### src/timer_pkg.sv
// Shared constants for the 8-bit up-count timer with prescaler
package timer_pkg;
    localparam int ADDR_W = 8;
    localparam int DATA_W = 8;

    ////////////////////////////////////////////////////////////////////////////
    // Register offsets
    localparam logic [7:0] OFS_COUNT = 8'h00;
    localparam logic [7:0] OFS_MODE = 8'h01;
    localparam logic [7:0] OFS_POWER_ONE = 8'h02;
    localparam logic [7:0] OFS_INT_FLAG = 8'h03;
    localparam logic [7:0] OFS_INT_ENABLE = 8'h04;
    localparam logic [7:0] OFS_CONFIG = 8'h05;
    localparam logic [7:0] OFS_PRESC_VALUE = 8'h06;

    ////////////////////////////////////////////////////////////////////////////
    // Field positions
    localparam int MODE_LOW_SPEED_BIT = 7;
    localparam int MODE_SOURCE_BIT = 5;
    localparam int MODE_EDGE_BIT = 4;
    localparam int MODE_ASSIGN_BIT = 3;
    localparam int MODE_RATIO_LSB = 0;
    localparam int RATIO_W = 3;
    localparam int POWER_RUN_BIT = 0;
    localparam int POWER_GIE_BIT = 7;
    localparam int FLAG_OVERFLOW_BIT = 0;
    localparam int ENABLE_OVERFLOW_BIT = 0;
    localparam int CONFIG_SOURCE_OPTION_BIT = 0;
    localparam int CONFIG_CRYSTAL_BIT = 1;

    ////////////////////////////////////////////////////////////////////////////
    // Reset values and counter limits
    localparam logic [7:0] MODE_RESET = 8'hFF;
    localparam logic [7:0] POWER_ONE_RESET = 8'h00;
    localparam logic [7:0] CONFIG_RESET = 8'h00;
    localparam logic [7:0] COUNT_RESET = 8'h00;
    localparam logic [7:0] COUNT_MAX = 8'hFF;
    localparam logic [7:0] COUNT_ONE = 8'h01;
    localparam logic [7:0] READ_ZERO = 8'h00;
endpackage : timer_pkg

### src/presc_if.sv
// Link between the timer core and its prescaler
`timescale 1ns/1ps
interface presc_if;
    logic tickIn;
    logic clear;
    logic [2:0] ratio;
    logic tickOut;
    logic [7:0] value;
    modport ctrl (output tickIn, output clear, output ratio, input tickOut, input value);
    modport presc (input tickIn, input clear, input ratio, output tickOut, output value);
endinterface : presc_if

### src/up_count_timer.sv
// Top: 8-bit up-count timer, clock select, prescaler and overflow interrupt
//
// The plain strobed port and the placing of the registers were decided locally.
`timescale 1ns/1ps
// Notes on behaviour
// RULE1 - Eight-bit counter adds one on each qualified clock event.
// RULE2 - Counting happens only while run-enable, power register bit 0, is set.
// RULE3 - Writing the count register loads a new starting count.
// RULE4 - Reading the count register returns the live count.
// RULE5 - Source bit 5 zero: instruction clock; bit 5 one, bit 7 zero: pin.
// RULE6 - Both set plus source option: low-speed oscillator, RC or crystal by config.
// RULE7 - Edge bit 4 one counts falling edges, zero counts rising edges.
// RULE8 - Firmware uses prescaler ratio above 4 with the low-speed oscillator.
// RULE9 - Prescaler sits before the counter while assignment bit 3 is zero.
// RULE10 - Writing zero to the assignment bit clears the prescaler count.
// RULE11 - Three-bit ratio field divides from 1:2 to 1:256.
// RULE12 - Overflow sets the overflow flag, interrupt flag bit 0.
// RULE13 - Interrupt requested when flag, enable bit 0 and global enable are set.
// RULE14 - Flag stays set until firmware writes zero to it.
// RULE15 - Overflow is the step from FF to 00; counting continues from 00.
// RULE16 - Ratio code n divides by two to the power n plus one.
module up_count_timer (
    input wire logic mclk,
    input wire logic rst,
    input wire logic [timer_pkg::ADDR_W-1:0] addr,
    input wire logic [timer_pkg::DATA_W-1:0] wrData,
    input wire logic wrStrobe,
    input wire logic rdStrobe,
    output logic [timer_pkg::DATA_W-1:0] rdData,
    input wire logic externalCountClockPin,
    input wire logic internalLowRcOscillator,
    input wire logic externalLowCrystalOscillator,
    output logic irq
);
    import timer_pkg::*;

    ////////////////////////////////////////////////////////////////////////////
    // Register state
    logic [7:0] count;
    logic [7:0] mode;
    logic [7:0] powerOne;
    logic overflowFlag;
    logic overflowInterruptEnable;
    logic [7:0] sourceConfig;
    logic [7:0] next_count;
    logic [7:0] next_mode;
    logic [7:0] next_powerOne;
    logic next_overflowFlag;
    logic next_overflowInterruptEnable;
    logic [7:0] next_sourceConfig;
    logic next_prescClear;
    logic prescClear;

    logic [7:0] readValue;
    logic [7:0] next_rdData;

    ////////////////////////////////////////////////////////////////////////////
    // Decoded fields
    logic timerRunEnable;
    logic globalInterruptEnable;
    logic clockSourceSelect;
    logic lowSpeedClockSelect;
    logic countEdgeSelect;
    logic prescalerAssignment;
    logic [2:0] prescalerRatioField;
    logic sourceOption;
    logic crystalSelect;

    assign timerRunEnable = powerOne[POWER_RUN_BIT];
    assign globalInterruptEnable = powerOne[POWER_GIE_BIT];
    assign clockSourceSelect = mode[MODE_SOURCE_BIT];
    assign lowSpeedClockSelect = mode[MODE_LOW_SPEED_BIT];
    assign countEdgeSelect = mode[MODE_EDGE_BIT];
    assign prescalerAssignment = mode[MODE_ASSIGN_BIT];
    assign prescalerRatioField = mode[MODE_RATIO_LSB +: RATIO_W];
    assign sourceOption = sourceConfig[CONFIG_SOURCE_OPTION_BIT];
    assign crystalSelect = sourceConfig[CONFIG_CRYSTAL_BIT];

    ////////////////////////////////////////////////////////////////////////////
    // Clock source edges
    logic pinRise;
    logic pinFall;
    logic lowRise;
    logic lowFall;
    logic lowOscRaw;

    // Low oscillator choice is a static configuration, so muxing before the synchroniser is safe
    assign lowOscRaw = crystalSelect ? externalLowCrystalOscillator : internalLowRcOscillator; // RULE6

    sync_edge pinSync (
        .mclk(mclk),
        .rst(rst),
        .pinIn(externalCountClockPin),
        .rise(pinRise),
        .fall(pinFall)
    );

    sync_edge lowSync (
        .mclk(mclk),
        .rst(rst),
        .pinIn(lowOscRaw),
        .rise(lowRise),
        .fall(lowFall)
    );

    logic useLowSpeed;
    logic sourceTick;
    logic countTick;

    presc_if pif ();

    prescaler prescUnit (
        .mclk(mclk),
        .rst(rst),
        .port(pif.presc)
    );

    always_comb begin
        useLowSpeed = clockSourceSelect && lowSpeedClockSelect && sourceOption; // RULE6
        if (!clockSourceSelect) begin
            sourceTick = 1'b1; // RULE5
        end else if (useLowSpeed) begin
            sourceTick = countEdgeSelect ? lowFall : lowRise; // RULE7
        end else begin
            sourceTick = countEdgeSelect ? pinFall : pinRise; // RULE5 RULE7
        end
        pif.tickIn = timerRunEnable && sourceTick && !prescalerAssignment;
        pif.clear = prescClear;
        pif.ratio = prescalerRatioField;
        // Prescaler in the path only while assigned to the timer
        countTick = timerRunEnable && (prescalerAssignment ? sourceTick : pif.tickOut); // RULE2 RULE9
    end

    ////////////////////////////////////////////////////////////////////////////
    // Register write and counting
    logic wrCount;
    logic wrMode;
    logic wrPower;
    logic wrFlag;
    logic wrEnable;
    logic wrConfig;
    logic overflow;

    always_comb begin
        wrCount = wrStrobe && (addr == OFS_COUNT);
        wrMode = wrStrobe && (addr == OFS_MODE);
        wrPower = wrStrobe && (addr == OFS_POWER_ONE);
        wrFlag = wrStrobe && (addr == OFS_INT_FLAG);
        wrEnable = wrStrobe && (addr == OFS_INT_ENABLE);
        wrConfig = wrStrobe && (addr == OFS_CONFIG);
        overflow = countTick && (count == COUNT_MAX); // RULE15

        next_count = count;
        if (wrCount) begin
            next_count = wrData; // RULE3
        end else if (countTick) begin
            next_count = 8'(count + COUNT_ONE); // RULE1 RULE15
        end

        next_mode = wrMode ? wrData : mode;
        // Clear takes effect on the edge after the writing cycle
        next_prescClear = wrMode && !wrData[MODE_ASSIGN_BIT]; // RULE10
        next_powerOne = wrPower ? wrData : powerOne;
        next_sourceConfig = wrConfig ? wrData : sourceConfig;
        next_overflowInterruptEnable = wrEnable ? wrData[ENABLE_OVERFLOW_BIT] : overflowInterruptEnable;

        next_overflowFlag = overflowFlag;
        if (wrFlag && !wrData[FLAG_OVERFLOW_BIT]) begin
            next_overflowFlag = 1'b0; // RULE14
        end else if (wrFlag) begin
            next_overflowFlag = overflowFlag;
        end
        // A new overflow beats a simultaneous clear
        if (overflow) begin
            next_overflowFlag = 1'b1; // RULE12
        end
    end

    always_ff @(posedge mclk) begin
        if (rst) begin
            count <= COUNT_RESET;
            mode <= MODE_RESET;
            powerOne <= POWER_ONE_RESET;
            sourceConfig <= CONFIG_RESET;
            overflowFlag <= 1'b0;
            overflowInterruptEnable <= 1'b0;
            prescClear <= 1'b0;
        end else begin
            count <= next_count;
            mode <= next_mode;
            powerOne <= next_powerOne;
            sourceConfig <= next_sourceConfig;
            overflowFlag <= next_overflowFlag;
            overflowInterruptEnable <= next_overflowInterruptEnable;
            prescClear <= next_prescClear;
        end
    end

    ////////////////////////////////////////////////////////////////////////////
    // Read path, data one cycle after the strobe
    always_comb begin
        case (addr)
            OFS_COUNT: readValue = count; // RULE4
            OFS_MODE: readValue = mode;
            OFS_POWER_ONE: readValue = powerOne;
            OFS_INT_FLAG: readValue = {7'h00, overflowFlag};
            OFS_INT_ENABLE: readValue = {7'h00, overflowInterruptEnable};
            OFS_CONFIG: readValue = sourceConfig;
            OFS_PRESC_VALUE: readValue = pif.value;
            default: readValue = READ_ZERO;
        endcase
        next_rdData = rdStrobe ? readValue : READ_ZERO;
    end

    always_ff @(posedge mclk) begin
        if (rst) begin
            rdData <= READ_ZERO;
        end else begin
            rdData <= next_rdData;
        end
    end

    ////////////////////////////////////////////////////////////////////////////
    // Interrupt request, a level while the flag stands enabled
    assign irq = overflowFlag && overflowInterruptEnable && globalInterruptEnable; // RULE13
endmodule : up_count_timer

### src/sync_edge.sv
// Three-stage pin synchroniser with filtered rise and fall pulses
`timescale 1ns/1ps
module sync_edge (
    input wire logic mclk,
    input wire logic rst,
    input wire logic pinIn,
    output logic rise,
    output logic fall
);
    logic [2:0] stage;
    logic level;
    logic [2:0] next_stage;
    logic next_level;
    logic agree;

    always_comb begin
        next_stage = {stage[1:0], pinIn};
        agree = (stage[1] == stage[2]);
        next_level = agree ? stage[2] : level;
        rise = agree && stage[2] && !level;
        fall = agree && !stage[2] && level;
    end

    always_ff @(posedge mclk) begin
        if (rst) begin
            stage <= 3'h0;
            level <= 1'b0;
        end else begin
            stage <= next_stage;
            level <= next_level;
        end
    end
endmodule : sync_edge

### src/prescaler.sv
// Binary prescaler, ratio 2 to the power (code plus one)
`timescale 1ns/1ps
module prescaler (
    input wire logic mclk,
    input wire logic rst,
    presc_if.presc port
);
    logic [7:0] count;
    logic [7:0] next_count;
    logic [7:0] mask;

    always_comb begin
        mask = 8'(({1'b0, 8'hFF}) >> (3'd7 - port.ratio)); // RULE16
        port.tickOut = port.tickIn && ((count & mask) == mask); // RULE11
        next_count = count;
        if (port.clear) begin
            next_count = 8'h00; // RULE10
        end else if (port.tickIn) begin
            next_count = port.tickOut ? 8'h00 : 8'(count + 8'h01);
        end
        port.value = count;
    end

    always_ff @(posedge mclk) begin
        if (rst) begin
            count <= 8'h00;
        end else begin
            count <= next_count;
        end
    end
endmodule : prescaler

### config.mk
export PLATFORM = sky130hd
export DESIGN_NAME = up_count_timer
export DESIGN_NICKNAME = d
export VERILOG_FILES = /design/src/timer_pkg.sv /design/src/presc_if.sv /design/src/up_count_timer.sv /design/src/sync_edge.sv /design/src/prescaler.sv
export SDC_FILE = /design/constraint.sdc
export NUM_CORES = 1
export LEC_CHECK = 0
export BUFFER_PORTS_ARGS = -buffer_cell sky130_fd_sc_hd__buf_2
export CAP_MARGIN = 20
export CORE_MARGIN = 2
export CORE_UTILIZATION = 50
export CTS_CLUSTER_DIAMETER = 100
export CTS_CLUSTER_SIZE = 20
export DETAILED_ROUTE_END_ITERATION = 8
export PLACE_DENSITY_LB_ADDON = 0.1
export REMOVE_ABC_BUFFERS = 1
export SYNTH_ARGS = -nofsm -noshare
export SYNTH_HDL_FRONTEND = slang
export SYNTH_SLANG_ARGS = --single-unit
### constraint.sdc
create_clock -name mclk -period 1.75 [get_ports mclk]
set_input_delay 0.175 -clock mclk [delete_from_list [all_inputs] [get_ports mclk]]
set_output_delay 0.175 -clock mclk [all_outputs]
set_load 0.01 [all_outputs]
# After elaboration in Yosys (flattened, before gate mapping)
# Cells that the tools add are included.
totals:
  register_bits: 59
  latchBits: 0
  ramBits: 0
  romBits: 0
  output_inout_bits: 9
  n_memories: 0
op_classes:
  addsub: 3
  multipliers: 0
  div_mod_pow: 0
  magnitude_cmp: 0
  eq_ne: 10
  shifts: 1
  muxes: 12
  bitwise: 2
  reduce_logical: 37
ops:
  columns: ["cell", "count"]
  rows:
  - ["$pmux 8 s7", 1]
  - ["$logic_and 1x1->1", 25]
  - ["$eq 8x3->1 const B", 3]
  - ["$mux 8", 3]
  - ["$add 8x1->8 const B", 2]
  - ["$eq 8x2->1 const B", 2]
  - ["$and 8x8->8", 1]
  - ["$eq 8x1->1 const B", 1]
  - ["$eq 8x8->1", 1]
  - ["$eq 8x8->1 const B", 1]
  - ["$logic_not 8->1", 1]
  - ["$mux 1", 8]
  - ["$shr 8x3->8 const A", 1]
  - ["$logic_not 1->1", 7]
  - ["$reduce_bool 2->1", 2]
  - ["$reduce_or 2->1", 2]
  - ["$sub 3x3->3 const A", 1]
  - ["$eq 1x1->1", 2]
  - ["$not 1->1", 1]

# Depth between registers and ports, before layout
# Gate-level depths: netlist (run 1).
logic_depth:
  depth_word: 13
  mapped_depth: 8
  ltp_nobuf: 7

# Hierarchy
# A second synthesis (run 1) with hierarchy kept.
hier_totals:
  hier_cells: 296
  hier_area_um2: 2937.8
by_module_without_submodules:
  columns: ["mod", "n_inst", "cells_each", "area_each_um2"]
  rows:
  - ["up_count_timer", 1, 219, 2202.1]
  - ["prescaler", 1, 47, 425.4]
  - ["sync_edge", 2, 15, 155.1]

# Least setup slack after synthesis (run 1)
# Ideal clock, no wire load.
synth_timing:
  path_kind: "register -> register"
  from: "reg pinSync.stage[2]"
  to: "reg count[7]"
  setup_time_ps: 91
  arrival_ps: 1807
  t_required_ps: 1659
  setup_slack_ps: -148
  path_stages_with_launch: 7
  cell_sequence: "dfxtp_1 ha_1 or3b_1 and4_4 nor3_2 or4b_1 a311oi_1"
synth_via:
  elab_chain_len: 12
  word_cells_on_any_way: 15
  cone_classes: "eq/ne: 1; mux: 4; reduce/logical: 10"
synth_rtl:
  columns: ["item", "line_no", "rtl"]
  rows:
  - ["from (decl)", "sync_edge.sv:10", "logic [2:0] stage;"]
  - ["from (signal assigned)", "sync_edge.sv:29", "stage <= next_stage;"]
  - ["$eq 1x1->1 or $logic_not 1->1 (tied branches)", "sync_edge.sv:18, sync_edge.sv:21", null]
  - ["$logic_and 1x1->1 (on tied branches) (2 in series)", "sync_edge.sv:20, sync_edge.sv:21", null]
  - ["$mux 1 (*)", "up_count_timer.sv:125", "sourceTick = countEdgeSelect ? pinFall : pinRise;"]
  - ["$mux 1 (*)", "up_count_timer.sv:122", "end else if (useLowSpeed) begin"]
  - ["$mux 1 (*)", "up_count_timer.sv:120", "if (!clockSourceSelect) begin"]
  - ["$logic_and 1x1->1 (2 in series)", "up_count_timer.sv:127", "pif.tickIn = timerRunEnable && sourceTick && !prescalerAssignment;"]
  - ["$logic_and 1x1->1", "prescaler.sv:14", "port.tickOut = port.tickIn && ((count & mask) == mask);"]
  - ["$mux 1 (*)", "up_count_timer.sv:131", "countTick = timerRunEnable && (prescalerAssignment ? sourceTick : pif.tickOut);"]
  - ["$logic_and 1x1->1 (*)", "up_count_timer.sv:131", null]
  - ["$reduce_bool 2->1 (no line) (*)", null, null]
  - ["to (signal assigned)", "up_count_timer.sv:189", "count <= next_count;"]
  - ["to (decl)", "up_count_timer.sv:39", "logic [7:0] count;"]
# Every way passes the cells marked *; elsewhere a longest branch is shown, timed or not.
# A chain may end at the register's enable or synchronous reset.

# Worst setup path in the final report (run 1)
layout_timing:
  from: "reg pinSync.stage[2]"
  to: "reg count[6]"
# Same word-level chain as after synthesis.

==> results of run 1 <==
## report_power, final
group	total, mW	leakage (nW)	internal, mW	switching [mW]
combinational	0.240	1.07	0.100	0.140
clock	1.26	0.102	0.695	0.564
sequential	1.37	0.481	1.36	0.0133
total	2.87	1.65	2.15	0.717
## cells in the final DEF (no fill, tap or decap), types with 3 or more instances in the layout
cell / instances
buf_4: 57
and3_1: 3
nor3_1: 3
buf_2: 31
o31ai_1: 4
dfxtp_2: 8
nor2_1: 34
nand3b_1: 8
a21oi_2: 3
ha_1: 5
buf_6: 6
dfxtp_1: 48
nor3b_1: 6
a22oi_1: 7
or4_4: 3
nand4_1: 5
nor2b_1: 7
nand3_1: 30
a311oi_2: 3
a21oi_1: 15
clkbuf_8: 10
nand2_1: 33
mux2i_1: 21
or4_1: 3
buf_12: 3
dfxtp_4: 3
inv_1: 7
nand4b_1: 4
a211oi_1: 14
o31a_1: 4
## final timing paths
| kind | from | cells after the start | end |
|---|---|---|---|
| worst max-delay path | pinSync.stage[2]$_SDFF_PP0_ | 7 | count[6]$_SDFFE_PP0P_ |
| worst min-delay path | externalCountClockPin | 2 | pinSync.stage[0]$_SDFF_PP0_ |
| worst max register to register | pinSync.stage[2]$_SDFF_PP0_ | 7 | count[6]$_SDFFE_PP0P_ |
| worst min register to register | pinSync.stage[0]$_SDFF_PP0_ | 1 | pinSync.stage[1]$_SDFF_PP0_ |
## layer usage
metal  share of wire  wire, um  track usage
met3           0.054       507      0.04505
met2            0.48      4475       0.4697
met4           0.024       227       0.1283
met1            0.44      4129       0.4048
met5               0         0            0
## final cells by class
cell class              count  area [um^2]
clock buffers              10        137.6
clock inverters             6        65.06
fillers                   467         1740
inverters                   7        26.28
multi-input cells         264         1909
flip-flops and latches     59         1202
well taps                  75        93.84
repair buffers             97        710.7
## worst reg2reg max path: stages (launching register included)
cell     delay [ns]
dfxtp_2        0.35
ha_4           0.13
or3b_4         0.37
nand4_1        0.14
nand2_2        0.13
buf_6          0.15
or3_1          0.33
a41o_1         0.23
## cells in the mapped netlist (2+ instances only)
library cell  instances
dfxtp_1              59
nand2_1              34
nor2_1               34
nand3_1              33
mux2i_1              21
a21oi_1              19
clkbuf_1             16
a211oi_1             15
nand3b_1              8
a22oi_1               7
inv_1                 7
nor2b_1               7
nor3b_1               7
ha_1                  6
or4_1                 6
nand4_1               5
o31ai_1               5
a311oi_1              4
buf_2                 4
nand4b_1              4
nor3_1                4
o31a_1                4
and3_1                3
buf_4                 3
o21ai_0               3
a31oi_1               2
buf_1                 2
nor3_2                2
o211ai_1              2
or2_2                 2
or3_1                 2
## timing repair
action,4_1_cts,5_1_grt
buffers inserted,7,2
setup endpoints to repair,17,17
endpoints found under the hold margin,0,0
gates resized for setup,34,19
gates cloned,1,0
pin swaps,25,12
## registers in the layout (all words and copies together), names as in the netlist
name,flops
count,8
mode,8
powerOne,8
prescUnit.port.value,8
rdData,8
sourceConfig,8
lowSync.stage,3
pinSync.stage,3
lowSync.level,1
overflowFlag,1
overflowInterruptEnable,1
pif.clear,1
pinSync.level,1
## cells by family (layout without fill, tap and decap cells)
kind of cell             after synthesis  in the layout
flip-flops                            59             59
AND/OR/NAND/NOR                      162            162
AO/OA/AOI/OAI                         72             73
buffers and inverters                 32            120
adder cells (fa/ha/maj)                6              6
XOR/XNOR                               1              1
multiplexers                          22             22
==> out/qor.csv, run 1 <==
metric,value,unit
Starting Density,0.5125,
I/O Pins,32,
core area,5886,um^2
CP peak stage delay,0.37,ns
min Tclk post-route,1.945,ns
pin count of the biggest net entering global routing,26,
CTS H-tree lvls,3,
Area contributors post-synth,"dfxtp_1, mux2i_1, nand3_1",
share of layout cells above drive strength 1,0.3589,
Netlist Area Pre-Place,3017,um^2
final setup margin,-0.1949,ns
FP Rows,28,
pwr/cell area,692.0,nW/um^2
failing checks,setup timing,
initial antenna violation count,0,
number of synthesized register bits,59,
vias post-DR,3140,
RSZ-0062 raised after global routing,true,
post-synth top area cell,dfxtp_1,
Syn Inst Count,354,
Synth Area in Compound Gates,0.1734,
slew of the pin with the lowest slew margin,0.5046,ns
Worst slew margin,0.6636,
Chip Height,81.68,um
fin util,0.7043,
antenna cells,0,
first-pass GRT wire length,14720,um
Area Overhead vs Synth,37.41,%
CTS tree,done,
final worst clock skew,0.003513,ns
setup TNS,-1.483,ns
"Data arrival, critical path",2.18,ns
Max VDD drop,0.0004735,V
WP data required,1.98,ns
post-route ant nets,0,
largest delay contributor family on the critical path,simple AND/OR/NAND/NOR gates,
mux cell area share after synthesis,0.07341,
crit share post-route,1.111,
DPL Wire Length,6257,um
"Design Area, Final",4145,um^2
MaxCap Viol Count,0,
asr flop ratio synth,0,
hold crit path type,input port to flop,
First DRT Iteration DRCs,214,
Port Buffer Count,31,
static leakage,1.655,nW
Post-synth EDFFs,0,
placed standard-cell area,3631,um^2
"Clk Latency, worst-skew pair",0.34,ns
Total Routed Length,9339,um
simple-gate area share of the yosys netlist,0.2887,
GRT Total Usage,0.2976,
clock sink total,59,
die width,81.68,um
CP cell instances,ha_4 -> or3b_4 -> nand4_1 -> nand2_2 -> buf_6 -> or3_1 -> a41o_1,
cell chosen for the clock root,clkbuf_8,
total power draw,2.868,mW
GP Congestion,0.8858,
largest family of logic cells by synthesized area,simple AND/OR/NAND/NOR gates,
Critical Path Start Type,flop,
crit end category,flop,
Crit-path slowest cell,or3b_4,
Overflow after GRT,0,
CP Buf/Inv Count,1,
fin nets,467,
FMAX,514.2,MHz
final hold viol count,0,
outcome,"finished, violations left",
Final Max Slew Viols,0,
ys flop type,dfxtp_1,
mean area per synthesized cell,8.522,um^2
adder-cell area share of the yosys netlist,0.02489,
synth warn,0,
CTS Hold Bufs,0,
Vias/cell,6.062,
sequential area share after synthesis,0.3915,
# setup viols final,15,
post-DR wirelength/cell,18.03,um
clock-pin slew on the worst setup and hold paths,0.07,ns
DRC,0,
Finished Layout Cells,518,
Clock Tree Buf Depth,2,
dpl cells,493,
Crit Path Category,flop to flop,
total CTS buffers,9,
die area,6671,um^2
pre-CTS WS,-0.2790,ns
DR pass1 iterations,6,
vias in the first global route,2818,
final hold slack,0.07579,ns
FF-to-FF setup slack,-0.19,ns
CP max FO,7,
Synth Area in XOR/XNOR,0.002903,
Synth top area share,0.3915,
Synth cell types,55,
No activity file was read; power rests on OpenSTA's default activity.
==> inputs of run 2 (changes only) <==
--- a/config.mk
+++ b/config.mk
@@ -16,4 +16,5 @@
 export REMOVE_ABC_BUFFERS = 1
 export SYNTH_ARGS = -nofsm -noshare
 export SYNTH_HDL_FRONTEND = slang
+export SYNTH_HIERARCHICAL = 1
 export SYNTH_SLANG_ARGS = --single-unit
==> out/qor.csv, run 2 <==
metric,value,unit
Area Overhead vs Synth,27.17,%
post-synth top area cell,dfxtp_1,
RSZ-0062 raised after global routing,true,
clock-pin slew on the worst setup and hold paths,0.07,ns
CP peak stage delay,0.33,ns
"Data arrival, critical path",2.70,ns
synth warn,6,
crit end category,flop,
Crit Path Category,flop to flop,
slew of the pin with the lowest slew margin,0.5925,ns
clock sink total,59,
outcome,"finished, violations left",
dpl cells,423,
CTS H-tree lvls,3,
fill cell count,455,
hold crit path type,input port to flop,
cell with the most instances after synthesis,dfxtp_1,
share of layout cells above drive strength 1,0.3720,
Clock Tree Buf Depth,2,
asr flop ratio synth,0,
Worst Hold Depth,2,
CP max FO,3,
FP Rows,27,
vias post-DR,2460,
final hold viol count,0,
CTS Hold Bufs,0,
Crit-path slowest cell,dfxtp_2,
post-DR wirelength/cell,16.49,um
largest delay contributor family on the critical path,compound AO/OA/AOI/OAI gates,
Starting Density,0.5270,
GRT Total Usage,0.2420,
FMAX,406.8,MHz
FF-to-FF Start,pinSync/stage[2]$_SDFF_PP0_,
crit share post-route,1.405,
first-pass GRT wire length,11730,um
"Design Area, Final",3736,um^2
CP cell instances,inv_2 -> ha_4 -> and2_4 -> mux2i_1 -> mux2_4 -> a21oi_4 -> o2111ai_4 -> nor4_4 -> o21a_1 -> buf_4 -> nand4_1 -> a21oi_2 -> xor2_1 -> a22o_1,
pin count of the biggest net entering global routing,27,
final setup margin,-0.7083,ns
DPL Wire Length,5221,um
mean area per synthesized cell,9.925,um^2
Worst slew margin,0.6050,
fin nets,395,
Commonest cells post-synth,"dfxtp_1, nor2_1, mux2i_1",
Total Routed Length,7306,um
First DRT Iteration DRCs,160,
ys flop type,dfxtp_1,
WP data required,1.99,ns
Synth top area share,0.4020,
number of synthesized register bits,59,
Worst R2R End,count[3]$_SDFFE_PP0P_,
worst hold start,externalCountClockPin,
core area,5574,um^2
Post-synth EDFFs,0,
Hold Path End,pinSync/stage[0]$_SDFF_PP0_,
total CTS buffers,9,
min Tclk post-route,2.458,ns
crit path from,pinSync/stage[2]$_SDFF_PP0_,
post-route ant nets,0,
Area contributors post-synth,"dfxtp_1, mux2i_1, nor2_1",
Syn Inst Count,296,
Max VDD drop,0.0005043,V
CP Buf/Inv Count,2,
MaxCap Viol Count,0,
FF-to-FF setup slack,-0.71,ns
final worst clock skew,0.01050,ns
R2R cell count,14,
DRC,0,
Overflow after GRT,0,
cell chosen for the clock root,clkbuf_8,
"Clk Latency, worst-skew pair",0.34,ns
placed standard-cell area,3412,um^2
sequential area share after synthesis,0.4020,
Vias/cell,5.553,
static leakage,1.640,nW
Port Buffer Count,31,
pwr/cell area,744.4,nW/um^2
"most common cell after layout, fill and taps aside",dfxtp_1,
# setup viols final,16,
Finished Layout Cells,443,
Critical Path Start Type,flop,
Netlist Area Pre-Place,2938,um^2
GP Congestion,0.8449,
die width,80.65,um
antenna cells,0,
die area,6504,um^2
DR pass1 iterations,4,
CTS tree,done,
I/O Pins,32,
Chip Height,80.65,um
Final Max Slew Viols,0,
failing checks,setup timing,
Synth cell types,52,
most frequent cells in the layout,"dfxtp_1, buf_4, buf_2",
initial antenna violation count,0,
vias in the first global route,2318,
[run 2: changes by cell type in the layout (fill, tap and decap cells not counted), moves of 6 or more]
cell	delta
a211o_2	+6
a211oi_1	-12
a21oi_1	-9
a22o_1	+6
and2_1	+9
buf_4	-17
dfxtp_1	+7
mux2_2	+6
mux2i_1	+9
nand2_1	-25
nand3_1	-29
nor2b_1	+6
o22ai_1	+7
xor2_1	+8
[run 2: layout make-up]
type	instances	area (um^2)	area share
flip-flops and latches	59	1186	0.3175
clock buffers	11	141.4	0.03784
multi-input cells	218	1760	0.4712
inverters	5	18.77	0.005023
well taps	72	90.09	0.02411
repair buffers	73	486.7	0.1303
clock inverters	5	52.55	0.01407
[run 2: kinds of logic after synthesis]
group / Yosys count / synth area share
AO/OA/AOI/OAI: 53 / 0.1359
XOR/XNOR: 12 / 0.03577
adder cells (fa/ha/maj): 6 / 0.02555
buffers and inverters: 19 / 0.02981
flip-flops: 59 / 0.4020
multiplexers: 40 / 0.1444
AND/OR/NAND/NOR: 107 / 0.2266
[run 2: worst max-delay path by stage]
stage / endpoint / depth (start not counted)
after floorplan: count[1]$_SDFFE_PP0P_ / 12
after global placement: count[1]$_SDFFE_PP0P_ / 12
after detailed placement: count[1]$_SDFFE_PP0P_ / 12
after CTS: count[3]$_SDFFE_PP0P_ / 14
after global routing: count[3]$_SDFFE_PP0P_ / 14
final: count[3]$_SDFFE_PP0P_ / 14
[run 2: per-layer routing]
layer	track usage	routed length [um]	vias up
li1	-	-	1206
met1	0.3356	3423	1171
met2	0.3742	3341	69
met3	0.04494	396	14
met4	0.08644	145	0
met5	0	0	-
[run 2: repair_timing]
action                                  in CTS  in global routing
endpoints found under the setup margin      16                 17
resized for setup                           19                 10
buffers inserted                             4                  1
pin swaps                                   10                  5
[run 2: metrics by stage]
stage                     TNS, ns  worst slack, ns  hold slack [ns]  total power [mW]  utilization
after floorplan            -12.20           -1.188           0.2417             1.457            -
after global placement     -8.534          -0.8308           0.3820             1.568       0.6121
after detailed placement   -9.620          -0.9207           0.3879             1.569       0.6121
after CTS                  -6.450          -0.6418          0.03493             2.790       0.6622
after global routing       -9.386          -0.7985          0.07476             2.873       0.6703
final                      -7.467          -0.7083          0.04315             2.781       0.6703
[run 2: power breakdown]
group          internal (mW)  switching [mW]  total, mW
clock                  0.689           0.543       1.23
sequential              1.35         0.00754       1.36
combinational         0.0810           0.109      0.190
